<file path="config.mk">
export PLATFORM = sky130hd
export DESIGN_NAME = fl_flash_host
export DESIGN_NICKNAME = d
export VERILOG_FILES = /design/src/fl_pkg.sv /design/src/fl_timer.sv /design/src/fl_flash_host.sv
export SDC_FILE = /design/constraint.sdc
export NUM_CORES = 1
export LEC_CHECK = 0
export ABC_AREA = 1
export BUFFER_PORTS_ARGS = -buffer_cell sky130_fd_sc_hd__buf_4
export CAP_MARGIN = 10
export CORE_ASPECT_RATIO = 1.1
export CORE_MARGIN = 3
export CORE_UTILIZATION = 30
export DETAILED_ROUTE_END_ITERATION = 8
export SLEW_MARGIN = 20
export SYNTH_ARGS = -nofsm -noshare
export SYNTH_HDL_FRONTEND = slang
export SYNTH_SLANG_ARGS = --single-unit
</file>
<file path="constraint.sdc">
create_clock -name clk_i -period 1.9 [get_ports clk_i]
set_input_delay 0.38 -clock clk_i [delete_from_list [all_inputs] [get_ports clk_i]]
set_output_delay 0.38 -clock clk_i [all_outputs]
set_load 0.02 [all_outputs]
</file>
<file path="src/fl_pkg.sv">
`default_nettype none
package fl_pkg;

  // ----------------------------------------------------------------
  // clock and conversion
  // ----------------------------------------------------------------
  localparam int CLK_PERIOD_NS = 10;

  // whole cycles covering a time, never fewer than one
  function automatic int ceil_cyc(input int t_ns);
    int c;
    c = (t_ns + CLK_PERIOD_NS - 1) / CLK_PERIOD_NS;
    return (c < 1) ? 1 : c;
  endfunction

  // ----------------------------------------------------------------
  // geometry
  // ----------------------------------------------------------------
  localparam int ADDR_W       = 16;
  localparam int DATA_W       = 8;
  localparam int SECTOR_BYTES = 128;
  localparam int SECTOR_COUNT = 512;
  localparam int BYTE_LSB_W   = 7;
  localparam int POLL_BIT     = 7;
  localparam int TOGGLE_BIT   = 6;

  // ----------------------------------------------------------------
  // bus timing
  // ----------------------------------------------------------------
  localparam int STROBE_NS   = 50;
  localparam int ACCESS_NS   = 120;
  localparam int RECOVER_NS  = 50;
  localparam int STROBE_CYC  = ceil_cyc(STROBE_NS);
  localparam int ACCESS_CYC  = ceil_cyc(ACCESS_NS);
  localparam int RECOVER_CYC = ceil_cyc(RECOVER_NS);

  // ----------------------------------------------------------------
  // long times
  // ----------------------------------------------------------------
  localparam int LOAD_GAP_US    = 150;
  localparam int LOAD_GAP_CYC   = (LOAD_GAP_US * 1000) / CLK_PERIOD_NS;
  localparam int STARVE_CYC     = LOAD_GAP_CYC / 2;
  localparam int WINDOW_CYC     = LOAD_GAP_CYC + 1;
  localparam int PROG_CYCLE_MS  = 20;
  localparam int PROG_CYCLE_CYC = (PROG_CYCLE_MS * 1000000) / CLK_PERIOD_NS;
  localparam int POWER_ON_MS    = 10;
  localparam int POWER_ON_CYC   = (POWER_ON_MS * 1000000) / CLK_PERIOD_NS;
  localparam int TMR_W          = 22;

  // ----------------------------------------------------------------
  // commands, states, carriers
  // ----------------------------------------------------------------
  typedef enum logic [1:0] {
    FL_OP_READ = 2'b00,
    FL_OP_PROG = 2'b01
  } fl_op_t;

  typedef enum logic [2:0] {
    FL_PWRUP   = 3'b000,
    FL_IDLE    = 3'b001,
    FL_RD      = 3'b010,
    FL_CMD     = 3'b011,
    FL_LOADGET = 3'b100,
    FL_LOAD    = 3'b101,
    FL_WINDOW  = 3'b110,
    FL_POLL    = 3'b111
  } fl_state_t;

  typedef enum logic [1:0] {
    FL_PH_SET  = 2'b00,
    FL_PH_LOW  = 2'b01,
    FL_PH_HIGH = 2'b10
  } fl_phase_t;

  typedef struct packed {
    fl_op_t              op;
    logic [ADDR_W-1:0]   addr;
  } fl_req_t;

  typedef struct packed {
    logic [ADDR_W-1:0]   addr;
    logic                ce_n;
    logic                oe_n;
    logic                we_n;
    logic [DATA_W-1:0]   dq;
    logic                dq_oe;
  } fl_pins_t;

  localparam fl_pins_t PINS_IDLE = '{addr: 16'h0000, ce_n: 1'b1,
    oe_n: 1'b1, we_n: 1'b1, dq: 8'hFF, dq_oe: 1'b0};

endpackage
`default_nettype wire

</file>
<file path="src/fl_timer.sv">
`default_nettype none
module fl_timer #(
  parameter int W = 22
) (
  // clock and reset
  input  wire logic         clk_i,
  input  wire logic         resetn_i,
  // control
  input  wire logic         load_i,
  input  wire logic [W-1:0] value_i,
  // status
  output logic              done_o
);

  logic [W-1:0] count;
  logic [W-1:0] next_count;

  // ----------------------------------------------------------------
  // down counter, holds at zero
  // ----------------------------------------------------------------
  always_comb begin
    if (load_i) begin
      next_count = value_i;
    end else if (count != '0) begin
      next_count = count - W'(1);
    end else begin
      next_count = count;
    end
  end

  // register
  always_ff @(posedge clk_i) begin
    if (!resetn_i) begin
      count <= '0;
    end else begin
      count <= next_count;
    end
  end

  assign done_o = (count == '0);

endmodule // fl_timer
`default_nettype wire

</file>
<file path="src/fl_flash_host.sv">
// What this block does
// - host loads up to 128 bytes per sector, fewer if the source starves
// - host writes three command bytes first
// - every program starts with command bytes
// - write strobe with select low, output enable high
// - next load begins within 150 us
// - host keeps sector address on every load
`default_nettype none
module fl_flash_host #(
  parameter int                        PROG_CYCLE_CYCLES =
    fl_pkg::PROG_CYCLE_CYC,
  parameter int                        POWER_ON_CYCLES   =
    fl_pkg::POWER_ON_CYC,
  parameter int                        STARVE_CYCLES     = fl_pkg::STARVE_CYC,
  parameter int                        WINDOW_CYCLES     = fl_pkg::WINDOW_CYC,
  parameter int                        LOAD_GAP_CYCLES   =
    fl_pkg::LOAD_GAP_CYC,
  parameter logic [fl_pkg::ADDR_W-1:0] CMD_ADDR0 = 16'h1111,
  parameter logic [fl_pkg::ADDR_W-1:0] CMD_ADDR1 = 16'h2222,
  parameter logic [fl_pkg::ADDR_W-1:0] CMD_ADDR2 = 16'h3333,
  parameter logic [fl_pkg::DATA_W-1:0] CMD_DATA0 = 8'hA1,
  parameter logic [fl_pkg::DATA_W-1:0] CMD_DATA1 = 8'hB2,
  parameter logic [fl_pkg::DATA_W-1:0] CMD_DATA2 = 8'hC3
) (
  // clock and reset
  input  wire logic                      clk_i,
  input  wire logic                      resetn_i,
  // user request
  input  wire logic                      start_i,
  input  wire fl_pkg::fl_req_t           req_i,
  output logic                           ready_o,
  // program byte stream
  input  wire logic                      wr_valid_i,
  input  wire logic [fl_pkg::DATA_W-1:0] wr_data_i,
  output logic                           wr_ready_o,
  // results
  output logic [fl_pkg::DATA_W-1:0]      rd_data_o,
  output logic                           rd_valid_o,
  output logic                           done_o,
  output logic                           err_o,
  // flash pins
  output fl_pkg::fl_pins_t               flash_o,
  input  wire logic [fl_pkg::DATA_W-1:0] data_i
);

  localparam int            TW        = fl_pkg::TMR_W;
  localparam logic [TW-1:0] T_STROBE  = TW'(fl_pkg::STROBE_CYC);
  localparam logic [TW-1:0] T_ACCESS  = TW'(fl_pkg::ACCESS_CYC);
  localparam logic [TW-1:0] T_RECOVER = TW'(fl_pkg::RECOVER_CYC);
  localparam logic [TW-1:0] T_STARVE  = TW'(STARVE_CYCLES);
  localparam logic [TW-1:0] T_WINDOW  = TW'(WINDOW_CYCLES);
  localparam logic [TW-1:0] T_PROG    = TW'(PROG_CYCLE_CYCLES);
  localparam logic [TW-1:0] T_PWR     = TW'(POWER_ON_CYCLES);

  // command address and data by step
  function automatic logic [fl_pkg::ADDR_W+fl_pkg::DATA_W-1:0] cmd(
    input logic [1:0] s);
    case (s)
      2'b00:   cmd = {CMD_ADDR0, CMD_DATA0};
      2'b01:   cmd = {CMD_ADDR1, CMD_DATA1};
      default: cmd = {CMD_ADDR2, CMD_DATA2};
    endcase
  endfunction

  // ----------------------------------------------------------------
  // state
  // ----------------------------------------------------------------
  fl_pkg::fl_state_t         state, next_state;
  fl_pkg::fl_phase_t         ph, next_ph;
  fl_pkg::fl_pins_t          pins, next_pins;
  logic [1:0]                step, next_step;
  logic [7:0]                idx, next_idx;
  logic [8:0]                sector, next_sector;
  logic [fl_pkg::DATA_W-1:0] last_data, next_last_data;
  logic                      prev6, next_prev6;
  logic                      have_prev, next_have_prev;
  logic                      ready, next_ready;
  logic                      wr_ready, next_wr_ready;
  logic [fl_pkg::DATA_W-1:0] rd_data, next_rd_data;
  logic                      rd_valid, next_rd_valid;
  logic                      done, next_done;
  logic                      err, next_err;
  logic                      s_load, l_load, s_done, l_done;
  logic [fl_pkg::TMR_W-1:0]  s_val, l_val;

  // short timer paces strobes, long timer paces windows
  fl_timer #(.W(fl_pkg::TMR_W)) u_short (
    .clk_i(clk_i), .resetn_i(resetn_i),
    .load_i(s_load), .value_i(s_val), .done_o(s_done));
  fl_timer #(.W(fl_pkg::TMR_W)) u_long (
    .clk_i(clk_i), .resetn_i(resetn_i),
    .load_i(l_load), .value_i(l_val), .done_o(l_done));

  // ----------------------------------------------------------------
  // sequencer
  // ----------------------------------------------------------------
  always_comb begin
    next_state     = state;
    next_ph        = ph;
    next_pins      = pins;
    next_step      = step;
    next_idx       = idx;
    next_sector    = sector;
    next_last_data = last_data;
    next_prev6     = prev6;
    next_have_prev = have_prev;
    next_wr_ready  = 1'b0;
    next_rd_data   = rd_data;
    next_rd_valid  = 1'b0;
    next_done      = 1'b0;
    next_err       = 1'b0;
    s_load         = 1'b0;
    s_val          = T_STROBE;
    l_load         = 1'b0;
    l_val          = T_WINDOW;
    case (state)
      fl_pkg::FL_PWRUP: begin
        // arm the power-on wait once after reset, then sit it out
        if (ph == fl_pkg::FL_PH_SET) begin
          l_load  = 1'b1;
          l_val   = T_PWR;
          next_ph = fl_pkg::FL_PH_LOW;
        end else if (l_done) begin
          next_state = fl_pkg::FL_IDLE;
        end
      end
      fl_pkg::FL_IDLE: begin
        if (start_i && ready) begin
          next_ph = fl_pkg::FL_PH_SET;
          if (req_i.op == fl_pkg::FL_OP_PROG) begin
            // unlock sequence first, every time
            next_state = fl_pkg::FL_CMD;
            next_step  = 2'b00;
            next_idx   = 8'h00;
            next_sector = req_i.addr[15:7];
            {next_pins.addr, next_pins.dq} = cmd(2'b00);
            next_pins.dq_oe = 1'b1;
          end else begin
            next_state     = fl_pkg::FL_RD;
            next_pins.addr = req_i.addr;
          end
        end
      end
      fl_pkg::FL_CMD, fl_pkg::FL_LOAD: begin
        case (ph)
          fl_pkg::FL_PH_SET: begin
            // select and write low together, output enable high
            next_pins.ce_n = 1'b0;
            next_pins.we_n = 1'b0;
            next_pins.oe_n = 1'b1;
            s_load  = 1'b1;
            next_ph = fl_pkg::FL_PH_LOW;
          end
          fl_pkg::FL_PH_LOW: begin
            if (s_done) begin
              next_pins.ce_n = 1'b1;
              next_pins.we_n = 1'b1;
              s_load  = 1'b1;
              s_val   = T_RECOVER;
              next_ph = fl_pkg::FL_PH_HIGH;
              // gap to the next load counts from this rise
              if (state == fl_pkg::FL_LOAD) begin
                l_load = 1'b1;
                l_val  = T_STARVE;
              end
            end
          end
          default: begin
            if (s_done) begin
              next_pins.dq_oe = 1'b0;
              if (state == fl_pkg::FL_CMD && step != 2'b10) begin
                next_step = step + 2'b01;
                {next_pins.addr, next_pins.dq} = cmd(step + 2'b01);
                next_pins.dq_oe = 1'b1;
                next_ph = fl_pkg::FL_PH_SET;
              end else if (idx == 8'(fl_pkg::SECTOR_BYTES)) begin
                // whole sector in; let the load window lapse
                next_state = fl_pkg::FL_WINDOW;
                l_load     = 1'b1;
              end else begin
                next_state    = fl_pkg::FL_LOADGET;
                next_wr_ready = 1'b1;
                if (state == fl_pkg::FL_CMD) begin
                  l_load = 1'b1;
                  l_val  = T_STARVE;
                end
              end
            end
          end
        endcase
      end
      fl_pkg::FL_LOADGET: begin
        if (wr_valid_i && wr_ready) begin
          // sector bits fixed, byte index walks the sector
          next_pins.addr  = {sector, idx[6:0]};
          next_pins.dq    = wr_data_i;
          next_pins.dq_oe = 1'b1;
          next_last_data  = wr_data_i;
          next_idx        = idx + 8'h01;
          next_state      = fl_pkg::FL_LOAD;
          next_ph         = fl_pkg::FL_PH_SET;
        end else if (l_done) begin
          // source starved: device programs a partial sector
          next_err   = 1'b1;
          next_state = fl_pkg::FL_WINDOW;
          l_load     = 1'b1;
        end else begin
          next_wr_ready = 1'b1;
        end
      end
      fl_pkg::FL_WINDOW: begin
        if (l_done) begin
          next_state     = fl_pkg::FL_POLL;
          next_ph        = fl_pkg::FL_PH_SET;
          next_have_prev = 1'b0;
          l_load         = 1'b1;
          l_val          = T_PROG;
        end
      end
      fl_pkg::FL_POLL, fl_pkg::FL_RD: begin
        case (ph)
          fl_pkg::FL_PH_SET: begin
            next_pins.ce_n = 1'b0;
            next_pins.oe_n = 1'b0;
            s_load  = 1'b1;
            s_val   = T_ACCESS;
            next_ph = fl_pkg::FL_PH_LOW;
          end
          fl_pkg::FL_PH_LOW: begin
            if (s_done) begin
              next_pins.ce_n = 1'b1;
              next_pins.oe_n = 1'b1;
              s_load  = 1'b1;
              s_val   = T_RECOVER;
              next_ph = fl_pkg::FL_PH_HIGH;
              if (state == fl_pkg::FL_RD) begin
                next_rd_data  = data_i;
                next_rd_valid = 1'b1;
              end else if (have_prev
                  && prev6 == data_i[fl_pkg::TOGGLE_BIT]
                  && data_i[fl_pkg::POLL_BIT]
                     == last_data[fl_pkg::POLL_BIT]) begin
                // toggle stopped and top bit true: finished
                next_done  = 1'b1;
                next_state = fl_pkg::FL_RD;
              end else begin
                next_prev6     = data_i[fl_pkg::TOGGLE_BIT];
                next_have_prev = 1'b1;
              end
            end
          end
          default: begin
            if (s_done) begin
              if (state == fl_pkg::FL_RD) begin
                next_state = fl_pkg::FL_IDLE;
              end else if (l_done) begin
                next_err   = 1'b1;
                next_state = fl_pkg::FL_IDLE;
              end else begin
                next_ph = fl_pkg::FL_PH_SET;
              end
            end
          end
        endcase
      end
      default: begin
        next_state = fl_pkg::FL_IDLE;
      end
    endcase
    next_ready = (next_state == fl_pkg::FL_IDLE) && !(start_i && ready);
  end

  // register
  always_ff @(posedge clk_i) begin
    if (!resetn_i) begin
      state     <= fl_pkg::FL_PWRUP;
      ph        <= fl_pkg::FL_PH_SET;
      pins      <= fl_pkg::PINS_IDLE;
      step      <= 2'b00;
      idx       <= 8'h00;
      sector    <= 9'h000;
      last_data <= 8'hFF;
      prev6     <= 1'b0;
      have_prev <= 1'b0;
      ready     <= 1'b0;
      wr_ready  <= 1'b0;
      rd_data   <= 8'h00;
      rd_valid  <= 1'b0;
      done      <= 1'b0;
      err       <= 1'b0;
    end else begin
      state     <= next_state;
      ph        <= next_ph;
      pins      <= next_pins;
      step      <= next_step;
      idx       <= next_idx;
      sector    <= next_sector;
      last_data <= next_last_data;
      prev6     <= next_prev6;
      have_prev <= next_have_prev;
      ready     <= next_ready;
      wr_ready  <= next_wr_ready;
      rd_data   <= next_rd_data;
      rd_valid  <= next_rd_valid;
      done      <= next_done;
      err       <= next_err;
    end
  end

  // outputs
  assign ready_o    = ready;
  assign wr_ready_o = wr_ready;
  assign rd_data_o  = rd_data;
  assign rd_valid_o = rd_valid;
  assign done_o     = done;
  assign err_o      = err;
  assign flash_o    = pins;

  // ----------------------------------------------------------------
  // checks
  // ----------------------------------------------------------------
  logic [15:0] gap_cnt, next_gap_cnt;
  logic [23:0] poll_cnt, next_poll_cnt;

  // helper counts: cycles since strobe rose, cycles spent polling
  always_comb begin
    next_gap_cnt  = gap_cnt;
    next_poll_cnt = 24'h000000;
    if (!pins.we_n) begin
      next_gap_cnt = 16'h0000;
    end else if (gap_cnt != 16'hFFFF) begin
      next_gap_cnt = gap_cnt + 16'h0001;
    end
    if (state == fl_pkg::FL_POLL) begin
      next_poll_cnt = poll_cnt + 24'h000001;
    end
  end

  // register
  always_ff @(posedge clk_i) begin
    if (!resetn_i) begin
      gap_cnt  <= 16'h0000;
      poll_cnt <= 24'h000000;
    end else begin
      gap_cnt  <= next_gap_cnt;
      poll_cnt <= next_poll_cnt;
    end
  end
endmodule // fl_flash_host
`default_nettype wire

</file>
==> flow_summary.toml, run 1 <==
[status]
outcome = "finished clean"

[route]
drt_iter0_drc = 255
dr.pass1.iters = 4
dr_total_vias = 6117
post_drt_wl_per_cell_microns = 13.24
viasPerCell = 4.687
ant_nets = 0
drc_errors = 0
wirelength_microns = 17280

[sta]
max_clock_freq_mhz = 557.0
finClkSkew_ns = 0.006272
slew_viol_final = 0
worst_slew_pin_slew_ns = 0.4049
setup_slack_ns = 0.1048
maxSlewHeadroom_pct = 72.91
finalHoldViolCount = 0
min_period_over_period_pct = 94.48
period_needed_ns = 1.795
rsz0062_at_grt = "true"
hold_ws_ns = 0.2520
setup_tns_ns = 0
setup_viol = 0

[power]
total_power_mw = 8.921
p_leak_nw = 3.728
ir_drop_uv = 468.0
powerDensity_nw_per_um2 = 1105

[setup_path]
crit_fanout = 5
path_class = "reg -> reg"
rr_worst_depth = 13
worstSetupEndpointType = "flip-flop"
worst_setup_path_start_kind = "flip-flop"
crit_arrival_ns = 2.08
cp.required_ns = 2.18

[synthesis]
synth_top_family_by_area = "simple AND/OR/NAND/NOR gates"
ys_top_cells_by_area = "dfxtp_1, nand2_1, nor2_1"
synthAdderAreaFrac_pct = 1.706
syn_nets = 925
ys_seq_area_share_pct = 38.22
ys_warn_count = 0
ys_seq_elements = 112
synth-simple-area-share_pct = 33.76
yosys.area.top_type_share_pct = 38.22
yosys-mux-area-fraction_pct = 0
syn_inst = 879
synth_area_sq_um = 5867
synth_area_leader_cell = "dfxtp_1"
synth_compound_area_share_pct = 14.35
synthXorXnorAreaFrac_pct = 3.732
synth.distinct_cells = 41
syn_avg_cell_area_sq_um = 6.674

[cts]
clkTransAtPathRegs_ns = 0.07
cts_tree = "built"
cts_buffer_depth = 2
cts.sinks = 112
clkLatencyLatePin_ns = 0.36
root_buffer = "clkbuf_16"
htree_levels = 3
numCtsBuffers = 9

[finish]
instances_no_fill = 1305
post-route-util_pct = 42.11
design_area_sq_um = 8070
antenna_cells = 0
drive_gt1_share_pct = 27.69
area_delta_synth_final_pct = 37.56
finalNetCount = 1099

[placement]
place.gp.congestion = 0.9110
place_worst_setup_slack_ns = -0.1339
dpl.hpwl_microns = 13090
port_buffers = 78
postPlaceCellArea_sq_um = 7420
placed_cells = 1278

[hold_path]
hold_path.class = "in -> reg"
holdPathStages = 3

[die]
core-area_sq_um = 19160
dieHeight_microns = 152.7
fp.dieW_microns = 139.3
die_area_sq_um = 21270
rows = 53
pin_count = 79
start_util_pct = 30.61

[grt]
grt_max_degree = 58
grtUsageTotal_pct = 15.61
grt_pass1_vias = 5824
grt_pass1_wl_microns = 27700
grt-ovfl-total = 0
antenna_found_initial = 0

[job]
drv_cap = 0
layout make-up:
| type | count | area (sq um) |
|---|---|---|
| Clock buffer | 11 | 232.7 |
| Clock inverter | 5 | 56.30 |
| Fill cell | 1975 | 11090 |
| Inverter | 100 | 375.4 |
| Multi-Input combinational cell | 645 | 3396 |
| Sequential cell | 112 | 2255 |
| Tap cell | 247 | 309.0 |
| Timing Repair Buffer | 185 | 1446 |
power breakdown:
group	internal, mW	total, mW	leakage (nW)	switching [mW]
Sequential	2.68	2.93	0.914	0.257
Combinational	1.75	4.08	2.68	2.32
Clock	1.03	1.91	0.140	0.886
Yosys cell counts:
cell type / number
a31oi_1: 2
nand2_4: 2
inv_2: 4
nor4_1: 1
buf_1: 2
o2111a_1: 1
buf_4: 1
nand3_1: 56
nand3b_1: 4
o211ai_1: 11
inv_1: 95
or2_2: 3
a21oi_1: 58
nor2_8: 1
clkinv_1: 1
a32o_1: 5
nor2_2: 5
nand2_2: 5
nand4_2: 1
xor2_1: 14
nand2_1: 175
a21oi_2: 1
nor2_4: 3
nand4_1: 10
o21a_1: 3
o21ai_0: 62
nor3b_1: 2
ha_1: 8
o21ai_1: 8
buf_2: 8
nand3_2: 2
buf_6: 1
nor3_1: 15
or2_1: 1
o22ai_1: 1
nor3_2: 2
nor2_1: 170
dfxtp_1: 112
a211oi_1: 1
clkbuf_1: 11
xnor2_1: 11
repair_timing:
item                                    in CTS  in global routing
setup buffers                                2                  8
endpoints found under the setup margin      30                 84
pin swaps                                    2                 21
hold buffers                                 0                  0
gates cloned                                 0                  1
resized for setup                            9                 82
path summary, 6_finish.rpt:
path / endpoint / startpoint / slack [ns]
worst max-delay path: ready_o$_SDFF_PN0_ / u_long.count[0]$_SDFFE_PN0P_ / 0.10
worst min-delay path: rd_data_o[2]$_SDFFE_PN0P_ / data_i[2] / 0.25
worst max register to register: ready_o$_SDFF_PN0_ / u_long.count[0]$_SDFFE_PN0P_ / 0.10
worst min register to register: flash_o[17]$_SDFFE_PN0P_ / flash_o[17]$_SDFFE_PN0P_ / 0.45
critical path: stages (launching register included):
cell,delay [ns]
dfxtp_1,0.32
inv_2,0.08
ha_4,0.15
inv_1,0.07
nor2_4,0.11
nand2_2,0.09
nor3_4,0.24
buf_6,0.16
nand2_1,0.05
nand2_1,0.05
nor2_1,0.04
nor2_2,0.13
nand3_1,0.09
nor2_1,0.14
kinds of logic after synthesis:
logic type	count (synthesis)
AND/OR/NAND/NOR	458
AO/OA/AOI/OAI	153
buffers and inverters	123
flip-flops	112
XOR/XNOR	25
adder cells (fa/ha/maj)	8
layer usage:
| metal | part of all wire [%] | track usage, % | vias up |
|---|---|---|---|
| li1 | - | - | 3191 |
| met1 | 44 | 18.30 | 2800 |
| met2 | 51 | 28.67 | 95 |
| met3 | 3.3 | 2.448 | 31 |
| met4 | 2.2 | 5.405 | 0 |
| met5 | 0 | 0 | - |
registers in the layout, indices dropped and copies added, names as in the netlist:
signal / flops
done_o: 1
err_o: 1
flash_o: 28
have_prev: 1
idx: 8
last_data: 1
ph: 2
prev6: 1
rd_data_o: 8
rd_valid_o: 1
ready_o: 1
sector: 9
state: 3
step: 2
u_long.count: 22
u_short.count: 22
wr_ready_o: 1
cells in the final DEF (no fill, tap or decap), drive strengths merged:
cell type  synthesis  final
a211oi             1      1
a32o               5      5
o211ai            11     11
o21ai             70     70
a31oi              2      2
clkinv             1      3
nor4               1      1
buf               12    185
nor2             179    180
nand4             11     11
nand3             58     58
o22ai              1      1
bufinv             0      1
nand3b             4      4
nor3              17     17
xor2              14     14
ha                 8      8
o21a               3      3
nand2            182    182
xnor2             11     11
o2111a             1      1
inv               99    100
clkinvlp           0      1
dfxtp            112    112
or2                4      4
clkbuf            11     11
a21oi             59     59
nor3b              2      2
(Power assumes the default switching activity.)
==> inputs of run 2 (changes only) <==
--- a/config.mk
+++ b/config.mk
@@ -11,7 +11,9 @@
 export CORE_ASPECT_RATIO = 1.1
 export CORE_MARGIN = 3
 export CORE_UTILIZATION = 30
+export CTS_BUF_LIST = sky130_fd_sc_hd__clkbuf_4
 export DETAILED_ROUTE_END_ITERATION = 8
+export SKIP_CTS_REPAIR_TIMING = 1
 export SLEW_MARGIN = 20
 export SYNTH_ARGS = -nofsm -noshare
 export SYNTH_HDL_FRONTEND = slang
==> flow_summary.toml, run 2 (synthesis results as in run 1) <==
[route]
wirelength_microns = 17390
dr_total_vias = 6162
drt_iter0_drc = 238
ant_nets = 0
post_drt_wl_per_cell_microns = 13.31
dr.pass1.iters = 5
viasPerCell = 4.715
drc_errors = 0

[finish]
largest_reg_flops = 28
fillers = 1974
multi_input_area_sq_um = 3408
drive_gt1_share_pct = 28.45
final_common_cell = "buf_4"
design_area_sq_um = 7979
seq_area_sq_um = 2255
finalNetCount = 1099
area_delta_synth_final_pct = 36.00
instances_no_fill = 1307
mostFrequentLayoutCells = "buf_4, nand2_1, nor2_1"

[sta]
slew_viol_final = 0
rsz0062_at_grt = "true"
period_needed_ns = 1.825
hold_ws_ns = 0.1052
finClkSkew_ns = 0.01894
setup_viol = 0
min_period_over_period_pct = 96.05
maxSlewHeadroom_pct = 72.09
worst_slew_pin_slew_ns = 0.4171
max_clock_freq_mhz = 548.0
setup_slack_ns = 0.07513
finalHoldViolCount = 0

[placement]
dpl.hpwl_microns = 13090
postPlaceCellArea_sq_um = 7420
place.gp.congestion = 0.9110
placed_cells = 1278
port_buffers = 78
place_worst_setup_slack_ns = -0.1339

[setup_path]
rr_worst_depth = 13
critPathTopFamily = "simple AND/OR/NAND/NOR gates"
worstPathCellList = "inv_1, ha_4, nand2_2, nor2_4, nand2_2, nor2_4, buf_6, o21ai_0, nand2_1, nand2_1, nand3_2, nand3_1, nor2_1"
path_buf_inv = 2
crit_slowest_cell = "dfxtp_1"
crit_arrival_ns = 2.26
path_class = "reg -> reg"
critPathMaxStageDelay_ns = 0.34
worstSetupEndpointType = "flip-flop"
cp.depth = 13
cp.required_ns = 2.33
crit_fanout = 5
worst_setup_path_start_kind = "flip-flop"

[power]
sw_frac_of_total_pct = 40.92
power.share.clock_pct = 14.9
total_power_mw = 8.228
ir_drop_uv = 517.2
p_leak_nw = 3.687
p_int_mw = 4.862
power_switching_mw = 3.367
powerDensity_nw_per_um2 = 1031
seqPwrFrac_pct = 35.6
comb_power_share_pct = 49.5

[job]
drv_cap = 0

[die]
rows = 53
core-area_sq_um = 19160
die_area_sq_um = 21270
dieHeight_microns = 152.7
start_util_pct = 30.61
pin_count = 79
fp.dieW_microns = 139.3

[grt]
grt_pass1_wl_microns = 27460
antenna_found_initial = 1
grt-ovfl-total = 0
grt_pass1_vias = 5792
grt_max_degree = 58
grtUsageTotal_pct = 15.46

[status]
outcome = "finished clean"

[cts]
cts.sinks = 112
clkTransAtPathRegs_ns = 0.17
cts_tree = "built"
clkLatencyLatePin_ns = 0.49
cts_buffer_depth = 2
numCtsBuffers = 9
htree_levels = 3
root_buffer = "clkbuf_4"

[hold_path]
hold_path.class = "in -> reg"
holdPathStages = 3
## run 2: final cells by class
cell class	count	share of cell area, %
inverters	100	4.704
flip-flops and latches	112	28.26
diodes	2	0.06273
repair buffers	185	18.65
multi-input cells	645	42.72
clock buffers	11	1.035
well taps	247	3.873
clock inverters	5	0.7057
## run 2: final timing paths
kind / startpoint / to / slack (ns)
worst max-delay path: u_long.count[0]$_SDFFE_PN0P_ / ready_o$_SDFF_PN0_ / 0.08
worst min-delay path: req_i[11] / sector[4]$_SDFFE_PN0P_ / 0.11
worst max register to register: u_long.count[0]$_SDFFE_PN0P_ / ready_o$_SDFF_PN0_ / 0.08
worst min register to register: flash_o[17]$_SDFFE_PN0P_ / flash_o[17]$_SDFFE_PN0P_ / 0.46
## run 2: layer usage
metal | global-route usage (%) | share of wire (%) | vias up | wire [microns]
met5 | 0 | 0 | - | 0
met4 | 6.244 | 2.6 | 0 | 454
met3 | 1.977 | 2.7 | 31 | 473
met2 | 28.33 | 51 | 102 | 8950
met1 | 18.09 | 43 | 2831 | 7515
li1 | - | - | 3198 | -
## run 2: through the flow
stage / TNS [ns] / util (%)
5_1_grt: -0.5531 / 41.63
4_1_cts: -1.476 / 39.44
3_5_place_dp: -0.6407 / 38.72
3_3_place_gp: -0.3194 / 38.72
2_1_floorplan: 0 / -
6_report: 0 / 41.63
## run 2: power groups by stage
stage | registers (mW) | clock network (mW) | logic (mW)
3_3_place_gp | 2.94 | 0 | 3.41
6_report | 2.93 | 1.23 | 4.07
4_1_cts | 2.89 | 1.28 | 3.44
3_5_place_dp | 2.93 | 0 | 3.43
2_1_floorplan | 2.95 | 0 | 2.14
5_1_grt | 2.98 | 1.35 | 4.53
## run 2: tightest hold or removal path: stages
cell    delay [ns]
buf_4         0.09
nor2_1        0.04
nor2_1        0.08
==> inputs of run 3 (changes only) <==
--- a/config.mk
+++ b/config.mk
@@ -13,6 +13,8 @@
 export CORE_UTILIZATION = 30
 export CTS_BUF_LIST = sky130_fd_sc_hd__clkbuf_4
 export DETAILED_ROUTE_END_ITERATION = 8
+export HOLD_SLACK_MARGIN = 0.05
+export PLACE_DENSITY = 0.47
 export SKIP_CTS_REPAIR_TIMING = 1
 export SLEW_MARGIN = 20
 export SYNTH_ARGS = -nofsm -noshare
==> constraint.sdc (replaced) <==
create_clock -name clk_i -period 2.35 [get_ports clk_i]
set_input_delay 0.47 -clock clk_i [delete_from_list [all_inputs] [get_ports clk_i]]
set_output_delay 0.47 -clock clk_i [all_outputs]
set_load 0.02 [all_outputs]
==> flow_summary.toml, run 3 (synthesis results as in run 1) <==
[power]
p_leak_nw = 3.182
ir_drop_uv = 344.1
powerDensity_nw_per_um2 = 802.4

[die]
fp.dieW_microns = 139.3
rows = 53
dieHeight_microns = 152.7
die_area_sq_um = 21270
pin_count = 79
core-area_sq_um = 19160
start_util_pct = 30.61

[sta]
max_clock_freq_mhz = 475.2
slew_viol_final = 0
finalHoldViolCount = 0
rsz0062_at_grt = "false"
hold_ws_ns = 0.1779
finClkSkew_ns = 0.02513
min_period_over_period_pct = 89.56
setup_tns_ns = 0
setup_viol = 0
maxSlewHeadroom_pct = 64.02
setup_slack_ns = 0.2455
worst_slew_pin_slew_ns = 0.5356
period_needed_ns = 2.105

[grt]
grt_max_degree = 36
grt_pass1_vias = 5654
antenna_found_initial = 1
grt_pass1_wl_microns = 27890
grt-ovfl-total = 0
grtUsageTotal_pct = 15.75

[setup_path]
worstSetupEndpointType = "flip-flop"
cp.required_ns = 2.77
crit_arrival_ns = 2.52
crit_fanout = 8
worst_setup_path_start_kind = "flip-flop"
path_class = "reg -> reg"

[route]
wl_met3_microns = 432
top_layer = "met4"
drt_iter0_drc = 299
drc_errors = 0
dr_total_vias = 5656
ant_nets = 0
post_drt_wl_per_cell_microns = 13.82
wl_met1_microns = 7729
wl_met2_microns = 8398
viasPerCell = 4.636
wirelength_microns = 16860
dr.pass1.iters = 5

[status]
outcome = "finished clean"

[finish]
post-route-util_pct = 36.27
largest_reg_flops = 28
finalNetCount = 1014
drive_gt1_share_pct = 15.12
mostFrequentLayoutCells = "nand2_1, nor2_1, dfxtp_1"
final_common_cell = "nand2_1"
area_delta_synth_final_pct = 18.49

[cts]
cts.sinks = 112
cts_tree = "built"
numCtsBuffers = 9
htree_levels = 3
clkLatencyLatePin_ns = 0.50
root_buffer = "clkbuf_4"
clkTransAtPathRegs_ns = 0.18
cts_buffer_depth = 2

[placement]
dpl.hpwl_microns = 12870
port_buffers = 78
place.gp.congestion = 0.8298
place_worst_setup_slack_ns = 0.06555

[hold_path]
hold_path.class = "in -> reg"

[job]
drv_cap = 0
-- run 3: routing by layer --
layer	track usage, %	vias to the layer above
li1	-	3012
met4	5.592	0
met5	0	-
met3	1.977	16
met2	27.98	89
met1	19.50	2539
-- run 3: worst paths after layout --
check	startpoint	endpoint	slack, ns	cells after the start
worst max register to register	state[2]$_SDFF_PN0_	idx[7]$_SDFFE_PN0P_	0.25	11
worst min register to register	flash_o[24]$_SDFFE_PN0P_	flash_o[24]$_SDFFE_PN0P_	0.46	2
worst max-delay path	state[2]$_SDFF_PN0_	idx[7]$_SDFFE_PN0P_	0.25	11
worst min-delay path	data_i[2]	rd_data_o[2]$_SDFFE_PN0P_	0.18	3
-- run 3: layout make-up --
type                            instances  area (sq um)
Timing Repair Buffer                  101         758.2
Clock buffer                            9         67.56
Clock inverter                          6         45.04
Antenna cell                            1         2.502
Tap cell                              247         309.0
Sequential cell                       112          2245
Multi-Input combinational cell        644          3149
Fill cell                            2096         12210
Inverter                              100         375.4
-- run 3: power breakdown --
part / switching, mW / internal (mW) / leakage (nW)
clock network: 0.683 / 0.216 / 0.0560
registers: 0.229 / 2.16 / 0.912
logic: 1.45 / 0.841 / 2.21
total: 2.36 / 3.22 / 3.18
-- run 3: metrics by stage --
step                      total power [mW]  area, sq um  std cells
after floorplan                      4.118         5867        879
after global placement               4.737         6827       1204
after detailed placement             4.722         6827       1204
after CTS                            5.654         6939       1219
after global routing                 6.095         6952       1220
final                                5.578         6952       1220
-- run 3: worst max-delay path, cell delays in order (launching register included) --
cell and delay, ns:
dfxtp_2 0.47, inv_1 0.08, nand2_1 0.13, nor2_1 0.09, nand2_1 0.15, nand2_1 0.20
nor2_4 0.23, nand3_1 0.14, nor3_1 0.23, nand2_1 0.10, o21ai_0 0.16, nor2_1 0.05
